[config.mk]
export PLATFORM = sky130hd
export DESIGN_NAME = sar_adc_ctrl
export DESIGN_NICKNAME = d
export VERILOG_FILES = /design/src/sar_adc_ctrl_pkg.sv /design/src/sar_adc_ctrl.sv
export SDC_FILE = /design/constraint.sdc
export NUM_CORES = 1
export LEC_CHECK = 0
export ABC_AREA = 1
export BUFFER_PORTS_ARGS = -buffer_cell sky130_fd_sc_hd__buf_4
export CAP_MARGIN = 20
export CORE_UTILIZATION = 50
export DETAILED_ROUTE_END_ITERATION = 8
export GPL_TIMING_DRIVEN = 0
export PLACE_DENSITY_LB_ADDON = 0.12
export SYNTH_ARGS = -nofsm -noshare
export SYNTH_HDL_FRONTEND = slang
export SYNTH_SLANG_ARGS = --single-unit
[constraint.sdc]
create_clock -name pclk -period 2.67 [get_ports pclk]
set_clock_uncertainty 0.05 [all_clocks]
set_input_delay 0.801 -clock pclk [delete_from_list [all_inputs] [get_ports pclk]]
set_output_delay 0.801 -clock pclk [all_outputs]
set_load 0.05 [all_outputs]
[src/sar_adc_ctrl_pkg.sv]
// Functional notes
// - single or free-running mode, chosen by free_run_select
// - writing one to enable bit enables converter
// - first conversion after enable adds dummy twelve cycles
// - start bit starts conversion, reads high, auto-clears in single mode
// - channel change applies only to the next conversion
// - ten-bit result split over low and high bytes
// - low byte read first; then result writes blocked
// - result finishing while blocked is discarded, registers kept
// - high byte read releases the result block
// - done flag set on every completion, even discarded
// - prescaler runs while enabled, held reset while off
// - conversion begins at next converter clock rising edge
// - sample-and-hold fires 1.5 converter cycles after begin
// - normal conversion writes result after 13 cycles
// - single mode: one idle cycle, start during it honoured
// - free running: next conversion starts right after result
// - dummy conversion samples at 13.5, result at 25
// - eight input channels selected by channel_select_reg
// - divider codes: 2,2,4,8,16,32,64,128
// - done flag cleared by vector acknowledge or write one
// - writing zero to start bit has no effect
// - clearing enable aborts conversion, converter off
`default_nettype none

package sar_adc_ctrl_pkg;

  ////////////////////////////////////////////////////////////////////////////
  // register indices and byte addresses
  localparam logic [7:0] IDX_RESULT_LOW  = 8'h04;
  localparam logic [7:0] IDX_RESULT_HIGH = 8'h05;
  localparam logic [7:0] IDX_CTRL_STATUS = 8'h06;
  localparam logic [7:0] IDX_CHAN_SELECT = 8'h07;

  function automatic logic [7:0] reg_addr(input logic [7:0] idx);
    reg_addr = {idx[5:0], 2'b00};
  endfunction

  ////////////////////////////////////////////////////////////////////////////
  // conv_ctrl_status field positions
  localparam int POS_ENABLE   = 7;
  localparam int POS_START    = 6;
  localparam int POS_FREE_RUN = 5;
  localparam int POS_DONE     = 4;
  localparam int POS_IRQ_EN   = 3;
  localparam int POS_DIV_LSB  = 0;

  ////////////////////////////////////////////////////////////////////////////
  // timing in converter clock cycles
  localparam logic [4:0] CYC_SAMPLE_NORMAL = 5'h02;
  localparam logic [4:0] CYC_RESULT_NORMAL = 5'h0d;
  localparam logic [4:0] CYC_DUMMY_EXTRA   = 5'h0c;
  localparam logic [4:0] CYC_FIRST         = 5'h01;
  localparam int         CONV_CLK_MIN_KHZ  = 50;
  localparam int         CONV_CLK_MAX_KHZ  = 200;

  ////////////////////////////////////////////////////////////////////////////
  // state
  typedef enum logic [2:0] {
    ST_IDLE = 3'b001,
    ST_CONV = 3'b010,
    ST_HOLD = 3'b100
  } conv_state_t;

  typedef struct packed {
    conv_state_t st;
    logic [6:0]  pre_cnt;
    logic [4:0]  cyc;
    logic        dummy_pend;
    logic        dummy_act;
    logic        en;
    logic        start;
    logic        free_run;
    logic        done;
    logic        irq_en;
    logic [2:0]  div_sel;
    logic [2:0]  chan;
    logic [2:0]  mux_sel;
    logic [9:0]  result;
    logic        lock;
    logic [9:0]  core_meta;
    logic [9:0]  core_sync;
    logic        sample_hold;
    logic        conv_active;
    logic        irq;
    logic        pready;
    logic        pslverr;
    logic [31:0] prdata;
  } ctrl_state_t;

  localparam ctrl_state_t RESET_STATE = '{
    st: ST_IDLE, pre_cnt: 7'h00, cyc: 5'h00, dummy_pend: 1'b0, dummy_act: 1'b0,
    en: 1'b0, start: 1'b0, free_run: 1'b0, done: 1'b0, irq_en: 1'b0,
    div_sel: 3'h0, chan: 3'h0, mux_sel: 3'h0, result: 10'h000, lock: 1'b0,
    core_meta: 10'h000, core_sync: 10'h000, sample_hold: 1'b0,
    conv_active: 1'b0, irq: 1'b0, pready: 1'b0, pslverr: 1'b0,
    prdata: 32'h0000_0000
  };

endpackage

`default_nettype wire

[src/sar_adc_ctrl.sv]
// The implementer's own choices: the register offsets and the APB slave port.
`default_nettype none

module sar_adc_ctrl
  import sar_adc_ctrl_pkg::*;
(
  // clock and reset
  input  wire logic        pclk,
  input  wire logic        presetn,
  // apb slave
  input  wire logic        psel,
  input  wire logic        penable,
  input  wire logic        pwrite,
  input  wire logic [7:0]  paddr,
  input  wire logic [31:0] pwdata,
  output logic [31:0]      prdata,
  output logic             pready,
  output logic             pslverr,
  // cpu interrupt system
  input  wire logic        global_int_en,
  input  wire logic        vector_ack,
  output logic             conv_irq,
  // analog side
  input  wire logic [9:0]  core_result,
  output logic [2:0]       mux_sel,
  output logic             sample_hold,
  output logic             conv_active,
  output logic             conv_on
);

  ////////////////////////////////////////////////////////////////////////////
  // helpers

  // divide-by minus one, so the prescaler wraps at this count
  function automatic logic [6:0] div_limit(input logic [2:0] sel);
    unique case (sel)
      3'h0, 3'h1: div_limit = 7'h01;
      3'h2:       div_limit = 7'h03;
      3'h3:       div_limit = 7'h07;
      3'h4:       div_limit = 7'h0f;
      3'h5:       div_limit = 7'h1f;
      3'h6:       div_limit = 7'h3f;
      3'h7:       div_limit = 7'h7f;
    endcase
  endfunction

  // one aligned word per register, so the whole byte address must match
  function automatic logic is_reg(input logic [7:0] a, input logic [7:0] idx);
    is_reg = (a == reg_addr(idx));
  endfunction

  function automatic logic addr_hit(input logic [7:0] a);
    addr_hit = is_reg(a, IDX_RESULT_LOW)  ||
               is_reg(a, IDX_RESULT_HIGH) ||
               is_reg(a, IDX_CTRL_STATUS) ||
               is_reg(a, IDX_CHAN_SELECT);
  endfunction

  // status byte packed from the field positions, so the map lives in one place
  function automatic logic [7:0] csr_byte(input ctrl_state_t s);
    logic [7:0] b;
    b                   = 8'h00;
    b[POS_ENABLE]       = s.en;
    b[POS_START]        = s.start;
    b[POS_FREE_RUN]     = s.free_run;
    b[POS_DONE]         = s.done;
    b[POS_IRQ_EN]       = s.irq_en;
    b[POS_DIV_LSB +: 3] = s.div_sel;
    csr_byte            = b;
  endfunction

  // reserved and unmapped bits read as zero
  function automatic logic [31:0] read_word(input ctrl_state_t s, input logic [7:0] a);
    logic [31:0] w;
    w = 32'h0000_0000;
    if (is_reg(a, IDX_RESULT_LOW)) begin
      w[7:0] = s.result[7:0];
    end else if (is_reg(a, IDX_RESULT_HIGH)) begin
      w[1:0] = s.result[9:8];
    end else if (is_reg(a, IDX_CTRL_STATUS)) begin
      w[7:0] = csr_byte(s);
    end else if (is_reg(a, IDX_CHAN_SELECT)) begin
      w[2:0] = s.chan;
    end
    read_word = w;
  endfunction

  // the initialising pass moves every milestone by the same count
  function automatic logic [4:0] conv_mark(input logic dummy, input logic [4:0] normal);
    if (dummy) begin
      conv_mark = normal + CYC_DUMMY_EXTRA;
    end else begin
      conv_mark = normal;
    end
  endfunction

  ////////////////////////////////////////////////////////////////////////////
  // state

  ctrl_state_t s_q;
  ctrl_state_t s_d;

  logic [6:0] lim;
  logic       rise_tick;
  logic       fall_tick;
  logic       setup_ph;
  logic       wr_acc;
  logic       rd_acc;
  logic       start_wr;
  logic       done_clr;
  logic       done_set;
  logic [4:0] samp_cyc;
  logic [4:0] end_cyc;

  ////////////////////////////////////////////////////////////////////////////
  // next state

  always_comb begin
    s_d = s_q;

    // prescaler: counts only while enabled, otherwise held at zero
    lim       = div_limit(s_q.div_sel);
    rise_tick = s_q.en && (s_q.pre_cnt >= lim);
    fall_tick = s_q.en && (s_q.pre_cnt == (lim >> 1));
    if (!s_q.en) begin
      s_d.pre_cnt = 7'h00;
    end else if (rise_tick) begin
      s_d.pre_cnt = 7'h00;
    end else begin
      s_d.pre_cnt = s_q.pre_cnt + 7'h01;
    end

    // analog result crosses in through two flops
    s_d.core_meta = core_result;
    s_d.core_sync = s_q.core_meta;

    ////////////////////////////////////////////////////////////////////////
    // apb: ready in the first access cycle, no wait state; read data comes from a flop
    setup_ph  = psel && !penable && !s_q.pready;
    wr_acc    = psel && penable && s_q.pready && pwrite;
    rd_acc    = psel && penable && s_q.pready && !pwrite;
    s_d.pready  = 1'b0;
    s_d.pslverr = 1'b0;
    if (setup_ph) begin
      s_d.pready  = 1'b1;
      s_d.pslverr = !addr_hit(paddr);
      s_d.prdata  = 32'h0000_0000;
      if (!pwrite) begin
        s_d.prdata = read_word(s_q, paddr);
      end
    end

    // result protection, taken on the completing read edge
    if (rd_acc && is_reg(paddr, IDX_RESULT_LOW)) begin
      s_d.lock = 1'b1;
    end
    if (rd_acc && is_reg(paddr, IDX_RESULT_HIGH)) begin
      s_d.lock = 1'b0;
    end

    // register writes
    start_wr = 1'b0;
    done_clr = 1'b0;
    if (wr_acc && is_reg(paddr, IDX_CTRL_STATUS)) begin
      s_d.en       = pwdata[POS_ENABLE];
      s_d.free_run = pwdata[POS_FREE_RUN];
      s_d.irq_en   = pwdata[POS_IRQ_EN];
      s_d.div_sel  = pwdata[POS_DIV_LSB +: 3];
      done_clr     = pwdata[POS_DONE];
      if (pwdata[POS_ENABLE] && !s_q.en) begin
        s_d.dummy_pend = 1'b1;
      end
      // a zero written to start leaves any conversion alone
      if (pwdata[POS_START] && pwdata[POS_ENABLE]) begin
        start_wr  = 1'b1;
        s_d.start = 1'b1;
      end
    end
    if (wr_acc && is_reg(paddr, IDX_CHAN_SELECT)) begin
      s_d.chan = pwdata[2:0];
    end

    ////////////////////////////////////////////////////////////////////////
    // conversion sequencer, stepped by converter clock pulses
    done_set        = 1'b0;
    s_d.sample_hold = 1'b0;
    samp_cyc = conv_mark(s_q.dummy_act, CYC_SAMPLE_NORMAL);
    end_cyc  = conv_mark(s_q.dummy_act, CYC_RESULT_NORMAL);
    if (!s_q.en) begin
      // disabling kills the conversion in flight, result is not written
      s_d.st        = ST_IDLE;
      s_d.cyc       = 5'h00;
      s_d.dummy_act = 1'b0;
      s_d.start     = start_wr;
    end else begin
      unique case (s_q.st)
        ST_IDLE: begin
          // the begin always lines up with a converter clock edge
          if (rise_tick && s_q.start) begin
            s_d.st         = ST_CONV;
            s_d.cyc        = CYC_FIRST;
            s_d.mux_sel    = s_q.chan;
            s_d.dummy_act  = s_q.dummy_pend;
            s_d.dummy_pend = 1'b0;
          end
        end
        ST_HOLD: begin
          // extra cycle after a single result; a start seen here runs at once
          if (rise_tick) begin
            if (s_q.start) begin
              s_d.st         = ST_CONV;
              s_d.cyc        = CYC_FIRST;
              s_d.mux_sel    = s_q.chan;
              s_d.dummy_act  = s_q.dummy_pend;
              s_d.dummy_pend = 1'b0;
            end else begin
              s_d.st = ST_IDLE;
            end
          end
        end
        ST_CONV: begin
          // half a converter cycle into the sample cycle
          // an abort taken on this edge must not fire the hold switch
          if (fall_tick && (s_q.cyc == samp_cyc) && s_d.en) begin
            s_d.sample_hold = 1'b1;
          end
          if (rise_tick) begin
            if (s_q.cyc == end_cyc) begin
              done_set      = 1'b1;
              s_d.dummy_act = 1'b0;
              if (!s_q.lock) begin
                s_d.result = s_q.core_sync;
              end
              if (s_q.free_run) begin
                s_d.cyc     = CYC_FIRST;
                s_d.mux_sel = s_q.chan;
              end else begin
                s_d.st  = ST_HOLD;
                s_d.cyc = 5'h00;
                if (!start_wr) begin
                  s_d.start = 1'b0;
                end
              end
            end else begin
              s_d.cyc = s_q.cyc + 5'h01;
            end
          end
        end
        default: begin
          s_d.st = ST_IDLE;
        end
      endcase
    end

    ////////////////////////////////////////////////////////////////////////
    // done flag: a completion in the clearing cycle still sets it
    if (done_set) begin
      s_d.done = 1'b1;
    end else if (done_clr || vector_ack) begin
      s_d.done = 1'b0;
    end

    s_d.irq         = s_d.done && s_d.irq_en && global_int_en;
    s_d.conv_active = (s_d.st == ST_CONV);
  end

  ////////////////////////////////////////////////////////////////////////////
  // registers

  always_ff @(posedge pclk or negedge presetn) begin
    if (!presetn) begin
      s_q <= RESET_STATE;
    end else begin
      s_q <= s_d;
    end
  end

  ////////////////////////////////////////////////////////////////////////////
  // outputs, all straight from flops

  assign prdata      = s_q.prdata;
  assign pready      = s_q.pready;
  assign pslverr     = s_q.pslverr;
  assign conv_irq    = s_q.irq;
  assign mux_sel     = s_q.mux_sel;
  assign sample_hold = s_q.sample_hold;
  assign conv_active = s_q.conv_active;
  assign conv_on     = s_q.en;

endmodule

`default_nettype wire

==> summary.md, run 1 <==
| Metric | Value |
|---|---|
| Drt via density | `between 4 and 5` |
| Antenna-violating nets left | `0` |
| Sequential area share after synthesis | `between 40% and 50%` |
| Slew @ Worst Pin | `0.9063 ns` |
| CP endpoint kind | `register` |
| CTS buffer count | `9` |
| Leak Pwr | `2.462 nW` |
| Required time worst endpoint | `2.85 ns` |
| Antenna violations before repair | `0` |
| Slew Viols, Final | `0` |
| Final instance area | `4652 um^2` |
| # IOs | `98` |
| Initial Util | `a little over half` |
| Setup Crit Path Kind | `reg2reg` |
| Placer Congestion | `0.8257` |
| Met2 wire length | `3.266 mm` |
| Post-synth top area share | `48.22%` |
| Highest routed layer | `met4` |
| Worst-path fanout max | `7` |
| # fillers | `649` |
| TritonCTS clock tree | `built` |
| Root buf cell | `clkbuf_8` |
| Post-CTS Setup Inserts | `0` |
| Cell Rows | `31` |
| CP arrival | `2.60 ns` |
| Final #Nets | `600` |
| Port Buf Inserts | `49` |
| Die W | `89.64 um` |
| Reg clk slew, reported paths | `0.09 ns` |
| Wire length on met1 | `3.570 mm` |
| Placed cell areas | `4418 um^2` |
| Max-cap violation count | `0` |
| Drt pass-1 iters | `4` |
| CTS sink cnt | `75` |
| Worst-skew pair later-pin latency | `0.36 ns` |
| Tmin final | `2.419 ns` |
| Syn Inst Count | `450` |
| CTS max path bufs | `2` |
| Largest net degree at the start of global routing | `76` |
| Via count | `around 3000` |
| Max VDD drop | `0.0004099 V` |
| Final Hold Viols | `0` |
| Worst r2r src | `s_q[76]$_DFFE_PN0P_` |
| Post-synth top flop | `dfrtp_1` |
| Largest cells by area after synthesis | `dfrtp_1 48%, nand2_1 11%, buf_4 6.8%` |
| CTS H-tree depth | `3` |
| WL met3 | `372 um` |
| Share of layout cells above drive strength 1 | `between 20% and 30%` |
| Core region area | `7331 um^2` |
| Most common library cells after synthesis | `111 x nand2_1, 74 x dfrtp_1, 54 x inv_1, 35 x buf_4` |
| Global route overflow | `0` |
| Total negative slack | `0 ns` |
| First-pass GRT wire length | `12.40 mm` |
| Area Overhead vs Synth | `21.15%` |
| F_max | `slightly above 400 MHz` |
| Worst Hold Launch | `s_d[44]$_DFF_PN0_` |
| Iter 0 DRT Violations | `about 140` |
| Setup violators final | `0` |
| Crit path launch | `s_q[76]$_DFFE_PN0P_` |
| Global Route Usage Sum | `20.54%` |
| Hold Crit Class | `reg2reg` |
| Cell taking the most area after synthesis | `dfrtp_1` |
| RSZ-0062 raised after global routing | `false` |
| Relative slew slack | `roughly two fifths` |
| Yosys warns | `0` |
| DP HPWL | `5.539 mm` |
| N_diodes | `0` |
| DRC | `0` |
| Syn_area_per_cell | `between 8 and 9 um^2` |
| Layout Utilization | `63.46%` |
| Synthesized area | `3840 um^2` |
| Top-count cell post-synth | `nand2_1` |
| Outcome | `finished clean` |
| CP startpoint kind | `register` |
| Reg-to-reg slack, setup | `approximately 0.25 ns` |
| Vias in the first global route | `2745` |
| Die ar. | `8034 um^2` |
| Power Density | `716.1 nW/um^2` |
| EDFF count, synth | `0` |
| Synth unique cells | `37` |
| Wirelength per Cell | `roughly 12 um` |
| WL final | `7.390 mm` |
| Die H | `~90 um` |
| Final Cycle Share | `90.61%` |
| Yosys reg bits | `75` |
| Async SR Flop Fraction | `100.0%` |
## metal layers
metal	global-route usage, %	vias up
li1	-	1549
met1	28.99	1319
met2	30.79	92
met3	3.656	16
met4	9.668	0
met5	0	-
## layout make-up
type,count,area (um^2),area share [%]
sequential,75,1879,40.40
multi-input combinational,304,1565,33.65
timing repair buffer,49,367.9,7.907
buffer,38,284.0,6.105
inverter,56,210.2,4.519
clock buffer,10,127.6,2.743
tap,99,123.9,2.663
clock inverter,6,93.84,2.017
## flip-flops by register name, summed over array words and instances, names as in the netlist
signal and count:
conv_on 1, mux_sel 3, s_d 10, pslverr 1, prdata 8, conv_irq 1, s_q 48, pready 1
conv_active 1, sample_hold 1
## cell families (layout without fill, tap and decap cells)
family                     Yosys count  count (layout)  synth area share (%)
AOI/OAI and AO/OA                   60              60                 8.928
xor gates and xnor gates             7               7                 1.597
adders and majority gates           10              10                 3.258
buffers and inverters               94             159                 12.87
DFF                                 75              75                 48.91
other                                1              24               0.09766
and+or+nand+nor                    203             203                 24.34
## final timing paths
check,endpoint,cells past startpoint
worst max-delay path,s_q[88]$_DFFE_PN0P_,14
worst min-delay path,s_q[44]$_DFF_PN0_,0
worst max register to register,s_q[88]$_DFFE_PN0P_,14
worst min register to register,s_q[44]$_DFF_PN0_,0
max in group asynchronous,s_q[76]$_DFFE_PN0P_,1
min in group asynchronous,prdata[4]$_DFFE_PN0P_,1
## what timing repair did
action                                  CTS  global route
endpoints found under the setup margin    0            20
gates resized for setup                   0             4
hold buffers                              0             0
## cell usage in the layout, fill, tap and decap left out, drive strengths merged
cell,netlist,layout
buf,38,87
nor4,3,3
a21oi,11,11
inv,56,59
or2,3,3
a22o,5,5
conb,1,24
nor2,38,38
nor3b,2,2
dfstp,1,1
and2,1,1
o22ai,3,3
xor2,5,5
xnor2,2,2
clkbuf,0,10
nand4,5,5
ha,10,10
clkinvlp,0,1
nand3b,1,1
bufinv,0,2
o21ai,36,36
a221oi,1,1
o211ai,3,3
o32a,1,1
dfrtp,74,74
nor3,6,6
nand2,115,115
nand3,29,29
## worst max-delay path, stage by stage (launching register included)
cell     delay, ns
dfrtp_2       0.43
inv_1         0.11
a21oi_2       0.18
inv_1         0.06
ha_1          0.28
nand2_1       0.07
nand2_1       0.06
a21oi_2       0.26
nand2_4       0.13
nand2_1       0.12
nand3_1       0.11
nand2_1       0.23
nor2_4        0.07
nand2_1       0.06
nand2_1       0.06
## metrics by stage
step / setup slack [ns] / hold slack (ns) / instances / power, mW
floorplan: 0.5270 / 0.2812 / 473 / 2.094
global placement: 0.1905 / 0.2836 / 621 / 2.314
detailed placement: 0.1436 / 0.2847 / 621 / 2.341
CTS: 0.1198 / 0.3034 / 637 / 3.330
global route: 0.04028 / 0.3117 / 637 / 3.539
finish: 0.2507 / 0.3019 / 637 / 3.331
## power breakdown
group	total [mW]	switching [mW]	leakage (nW)	internal, mW
clock	0.988	0.452	0.108	0.537
combinational	1.03	0.698	1.39	0.331
sequential	1.31	0.0845	0.967	1.23
Power figures use the tool's default switching activity.
==> run 2: changes to the inputs <==
--- a/config.mk
+++ b/config.mk
@@ -8,9 +8,10 @@
 export ABC_AREA = 1
 export BUFFER_PORTS_ARGS = -buffer_cell sky130_fd_sc_hd__buf_4
 export CAP_MARGIN = 20
+export CORE_MARGIN = 1
 export CORE_UTILIZATION = 50
+export CTS_BUF_LIST = sky130_fd_sc_hd__clkbuf_8
 export DETAILED_ROUTE_END_ITERATION = 8
-export GPL_TIMING_DRIVEN = 0
 export PLACE_DENSITY_LB_ADDON = 0.12
 export SYNTH_ARGS = -nofsm -noshare
 export SYNTH_HDL_FRONTEND = slang
==> run 2 against run 1 <==
Compared with the run above: routed wire length increased by 2.0%; cell count shrank 5.0%; register-to-register slack better by 0.02 ns; combinational power about the same; core utilization fell by 3.7 points; sequential power about the same; setup slack improved by 0.018 ns; clock-buffer cell count stayed put; cell area shrank 5.8%; fmax is 0.77% higher; clock power decreased by 16%; largest power group unchanged; global-route usage is 0.20 points lower.
==> summary.md, run 2 (synthesized netlist as in run 1, its figures left out) <==
| Metric | Value |
|---|---|
| Psw | `1.238 mW (+0.25%)` |
| Commonest cells after routing, fill and taps aside | `111 x nand2_1, 74 x dfrtp_1, 55 x inv_1` |
| Final instance area | `4382 um^2 (-5.8%)` |
| CP arrival | `2.60 ns (about the same)` |
| Internal Power | `1.927 mW (-8.1%)` |
| Global route overflow | `0 (unchanged)` |
| Relative slew slack | `60.97% (+21 points)` |
| N_diodes | `0 (unchanged)` |
| Wirelength per Cell | `12.46 um (+7.4%)` |
| Hold Slack | `0.3013 ns (-0.0006530 ns)` |
| CTS Hold Bufs | `0 (unchanged)` |
| Worst path cell trace | `inv_1 -> a21oi_2 -> inv_1 -> ha_1 -> nand2_1 -> nor2_1 -> nand3_2 -> nand2_4 -> nand2_1 -> nand2_1 -> inv_1 -> nor2_1 -> nand2_1 -> nand2_1 -> nand2_1` |
| R2r worst-path depth | `15 (+1)` |
| Global Route Usage Sum | `20.34% (-0.20 points)` |
| CP endpoint kind | `register` |
| Slew @ Worst Pin | `0.5810 ns (-0.3254 ns)` |
| Final Total Pwr | `3.165 mW (-5.0%)` |
| Max VDD drop | `0.0003819 V (-6.8%)` |
| Antenna-violating nets left | `0 (unchanged)` |
| Largest net degree at the start of global routing | `42 (-45%)` |
| Outcome | `finished clean` |
| Antenna violations before repair | `0 (unchanged)` |
| Pre-CTS setup slack | `0.2265 ns (+0.08291 ns)` |
| RSZ-0062 raised after global routing | `false` |
| Worst Hold End | `s_q[44]$_DFF_PN0_` |
| Final #Nets | `568 (-5.3%)` |
| Flip-flop count of the largest register after layout | `48 (unchanged)` |
| Worst-skew pair later-pin latency | `0.36 ns (about the same)` |
| Largest stage delay, worst path | `0.44 ns (about the same)` |
| Die H | `89.64 um (unchanged)` |
| Tmin final | `2.401 ns (-0.01838 ns)` |
| Clock power share | `26.3% (-3.4 points)` |
| Vias in the first global route | `2643 (-3.7%)` |
| Reg clk slew, reported paths | `0.08 ns (about the same)` |
| Core region area | `7331 um^2 (unchanged)` |
| Worst r2r src | `s_q[75]$_DFFE_PN0P_` |
| Setup violators final | `0 (unchanged)` |
| DP HPWL | `5.600 mm (+1.1%)` |
| First-pass GRT wire length | `12.17 mm (-1.8%)` |
| Area Overhead vs Synth | `14.11%` |
| Die ar. | `8034 um^2 (unchanged)` |
| Initial Util | `52.38% (unchanged)` |
| # fillers | `665 (+2.5%)` |
| Hold Crit Class | `reg2reg` |
| Setup Crit Path Kind | `reg2reg` |
| RR Endpoint | `mux_sel[0]$_DFFE_PN0P_` |
| Required time worst endpoint | `2.87 ns (+0.02 ns)` |
| Hold Path Cell Cnt | `0 (unchanged)` |
| Power Density | `722.3 nW/um^2 (+0.87%)` |
| Root buf cell | `clkbuf_8` |
| Worst Hold Launch | `s_d[44]$_DFF_PN0_` |
| Reg with most FFs | `s_q` |
| Leak Pwr | `2.280 nW (-7.4%)` |
| Slew Viols, Final | `0 (unchanged)` |
| Worst-path fanout max | `6 (-1)` |
| Sw frac | `39.11% (+2.0 points)` |
| Max-cap violation count | `0 (unchanged)` |
| Iter 0 DRT Violations | `135 (-4.3%)` |
| # IOs | `98 (unchanged)` |
| Cell Rows | `31 (unchanged)` |
| Placer Congestion | `0.8412 (+1.9%)` |
| CTS buffer count | `9 (unchanged)` |
| Reg-to-reg slack, setup | `0.27 ns (+0.02 ns)` |
| CTS max path bufs | `2 (unchanged)` |
| CTS H-tree depth | `3 (unchanged)` |
| Via count | `2932 (-1.5%)` |
| Combinational Power Share | `32.2% (+1.3 points)` |
| Setup ws final | `0.2691 ns (+0.01838 ns)` |
| Placed cell areas | `4192 um^2 (-5.1%)` |
| TritonCTS clock tree | `built` |
| Share of layout cells above drive strength 1 | `17.79% (-5.3 points)` |
| WP buf/inv | `3 (+1)` |
| Flop pwr share | `41.5% (+2.1 points)` |
| Drt via density | `4.846 (+3.7%)` |
| Most common cell after layout, fill and taps aside | `nand2_1` |
| Final Hold Viols | `0 (unchanged)` |
| CTS sink cnt | `75 (unchanged)` |
| Total negative slack | `0 ns (unchanged)` |
| FF/Latch Area | `1878 um^2 (about the same)` |
| Drt pass-1 iters | `4 (unchanged)` |
| Final Cycle Share | `89.92% (-0.69 points)` |
| CP startpoint kind | `register` |
| Footprint of the multi-input gates | `1558 um^2 (-0.48%)` |
| Top cell by count, worst path | `nand2_1` |
| DRC | `0 (unchanged)` |
| CP delay by family, top | `simple AND/OR/NAND/NOR gates` |
| F_max | `416.5 MHz (+0.77%)` |
| WL final | `7.536 mm (+2.0%)` |
| Port Buf Inserts | `49 (unchanged)` |
| Critical Path Slowest Stage Cell | `dfrtp_1` |
| Die W | `89.64 um (unchanged)` |
## run 2: changes by cell type in the layout (fill, tap and decap cells not counted), sizes merged
cell / before / now
clkinv: 0 / 1
buf: 87 / 55
bufinv: 2 / 0
inv: 59 / 60
## run 2: worst reg2reg max path: stages (launching register included)
cell,delay (ns)
dfrtp_1,0.44
inv_1,0.10
a21oi_2,0.21
inv_1,0.07
ha_1,0.29
nand2_1,0.05
nor2_1,0.11
nand3_2,0.13
nand2_4,0.14
nand2_1,0.09
nand2_1,0.08
inv_1,0.05
nor2_1,0.21
nand2_1,0.13
nand2_1,0.08
nand2_1,0.05
## run 2: routing by layer
layer / part of all wire (%) / wire [um] / up-vias / global-route usage [%]
met5: 0 / 0 / - / 0
li1: - / - / 1489 / -
met3: 5.1 / 384 / 12 / 4.845
met2: 45 / 3360 / 76 / 31.27
met1: 49 / 3671 / 1355 / 27.97
met4: 1.6 / 120 / 0 / 7.792
## run 2: timing repair
item / 4_1_cts / 5_1_grt
resized for setup: 0 / 1
setup endpoints to repair: 0 / 3
buffers inserted: 0 / 0
## run 2: final cells by class
| class | count | share of cell area, % |
|---|---|---|
| inverters | 56 | 4.797 |
| multi-input cells | 304 | 35.55 |
| clock buffers | 10 | 3.141 |
| well taps | 99 | 2.827 |
| repair buffers | 55 | 9.709 |
| clock inverters | 6 | 1.114 |
| flip-flops and latches | 75 | 42.86 |
## run 2: how the worst max path moves through the flow
stage / startpoint / endpoint / slack [ns] / cells after the start
finish: s_q[75]$_DFFE_PN0P_ / mux_sel[0]$_DFFE_PN0P_ / 0.27 / 15
global route: s_q[75]$_DFFE_PN0P_ / mux_sel[0]$_DFFE_PN0P_ / 0.04 / 15
CTS: s_q[75]$_DFFE_PN0P_ / mux_sel[0]$_DFFE_PN0P_ / 0.21 / 15
detailed placement: s_q[75]$_DFFE_PN0P_ / mux_sel[0]$_DFFE_PN0P_ / 0.23 / 15
global placement: s_q[75]$_DFFE_PN0P_ / mux_sel[1]$_DFFE_PN0P_ / 0.27 / 15
floorplan: s_q[76]$_DFFE_PN0P_ / s_q[58]$_DFFE_PN0P_ / 0.53 / 14
## run 2: stage by stage
| stage | instances | util (%) |
|---|---|---|
| finish | 605 | 59.77 |
| global route | 605 | 59.77 |
| CTS | 605 | 59.72 |
| floorplan | 473 | - |
| global placement | 589 | 57.18 |
| detailed placement | 589 | 57.18 |
## run 2: power by group through the flow
stage | clock network, mW | logic [mW] | registers (mW)
finish | 0.833 | 1.02 | 1.31
floorplan | 0 | 0.747 | 1.35
global route | 0.890 | 1.16 | 1.33
global placement | 0 | 0.997 | 1.33
CTS | 0.853 | 1.02 | 1.31
detailed placement | 0 | 1.02 | 1.34
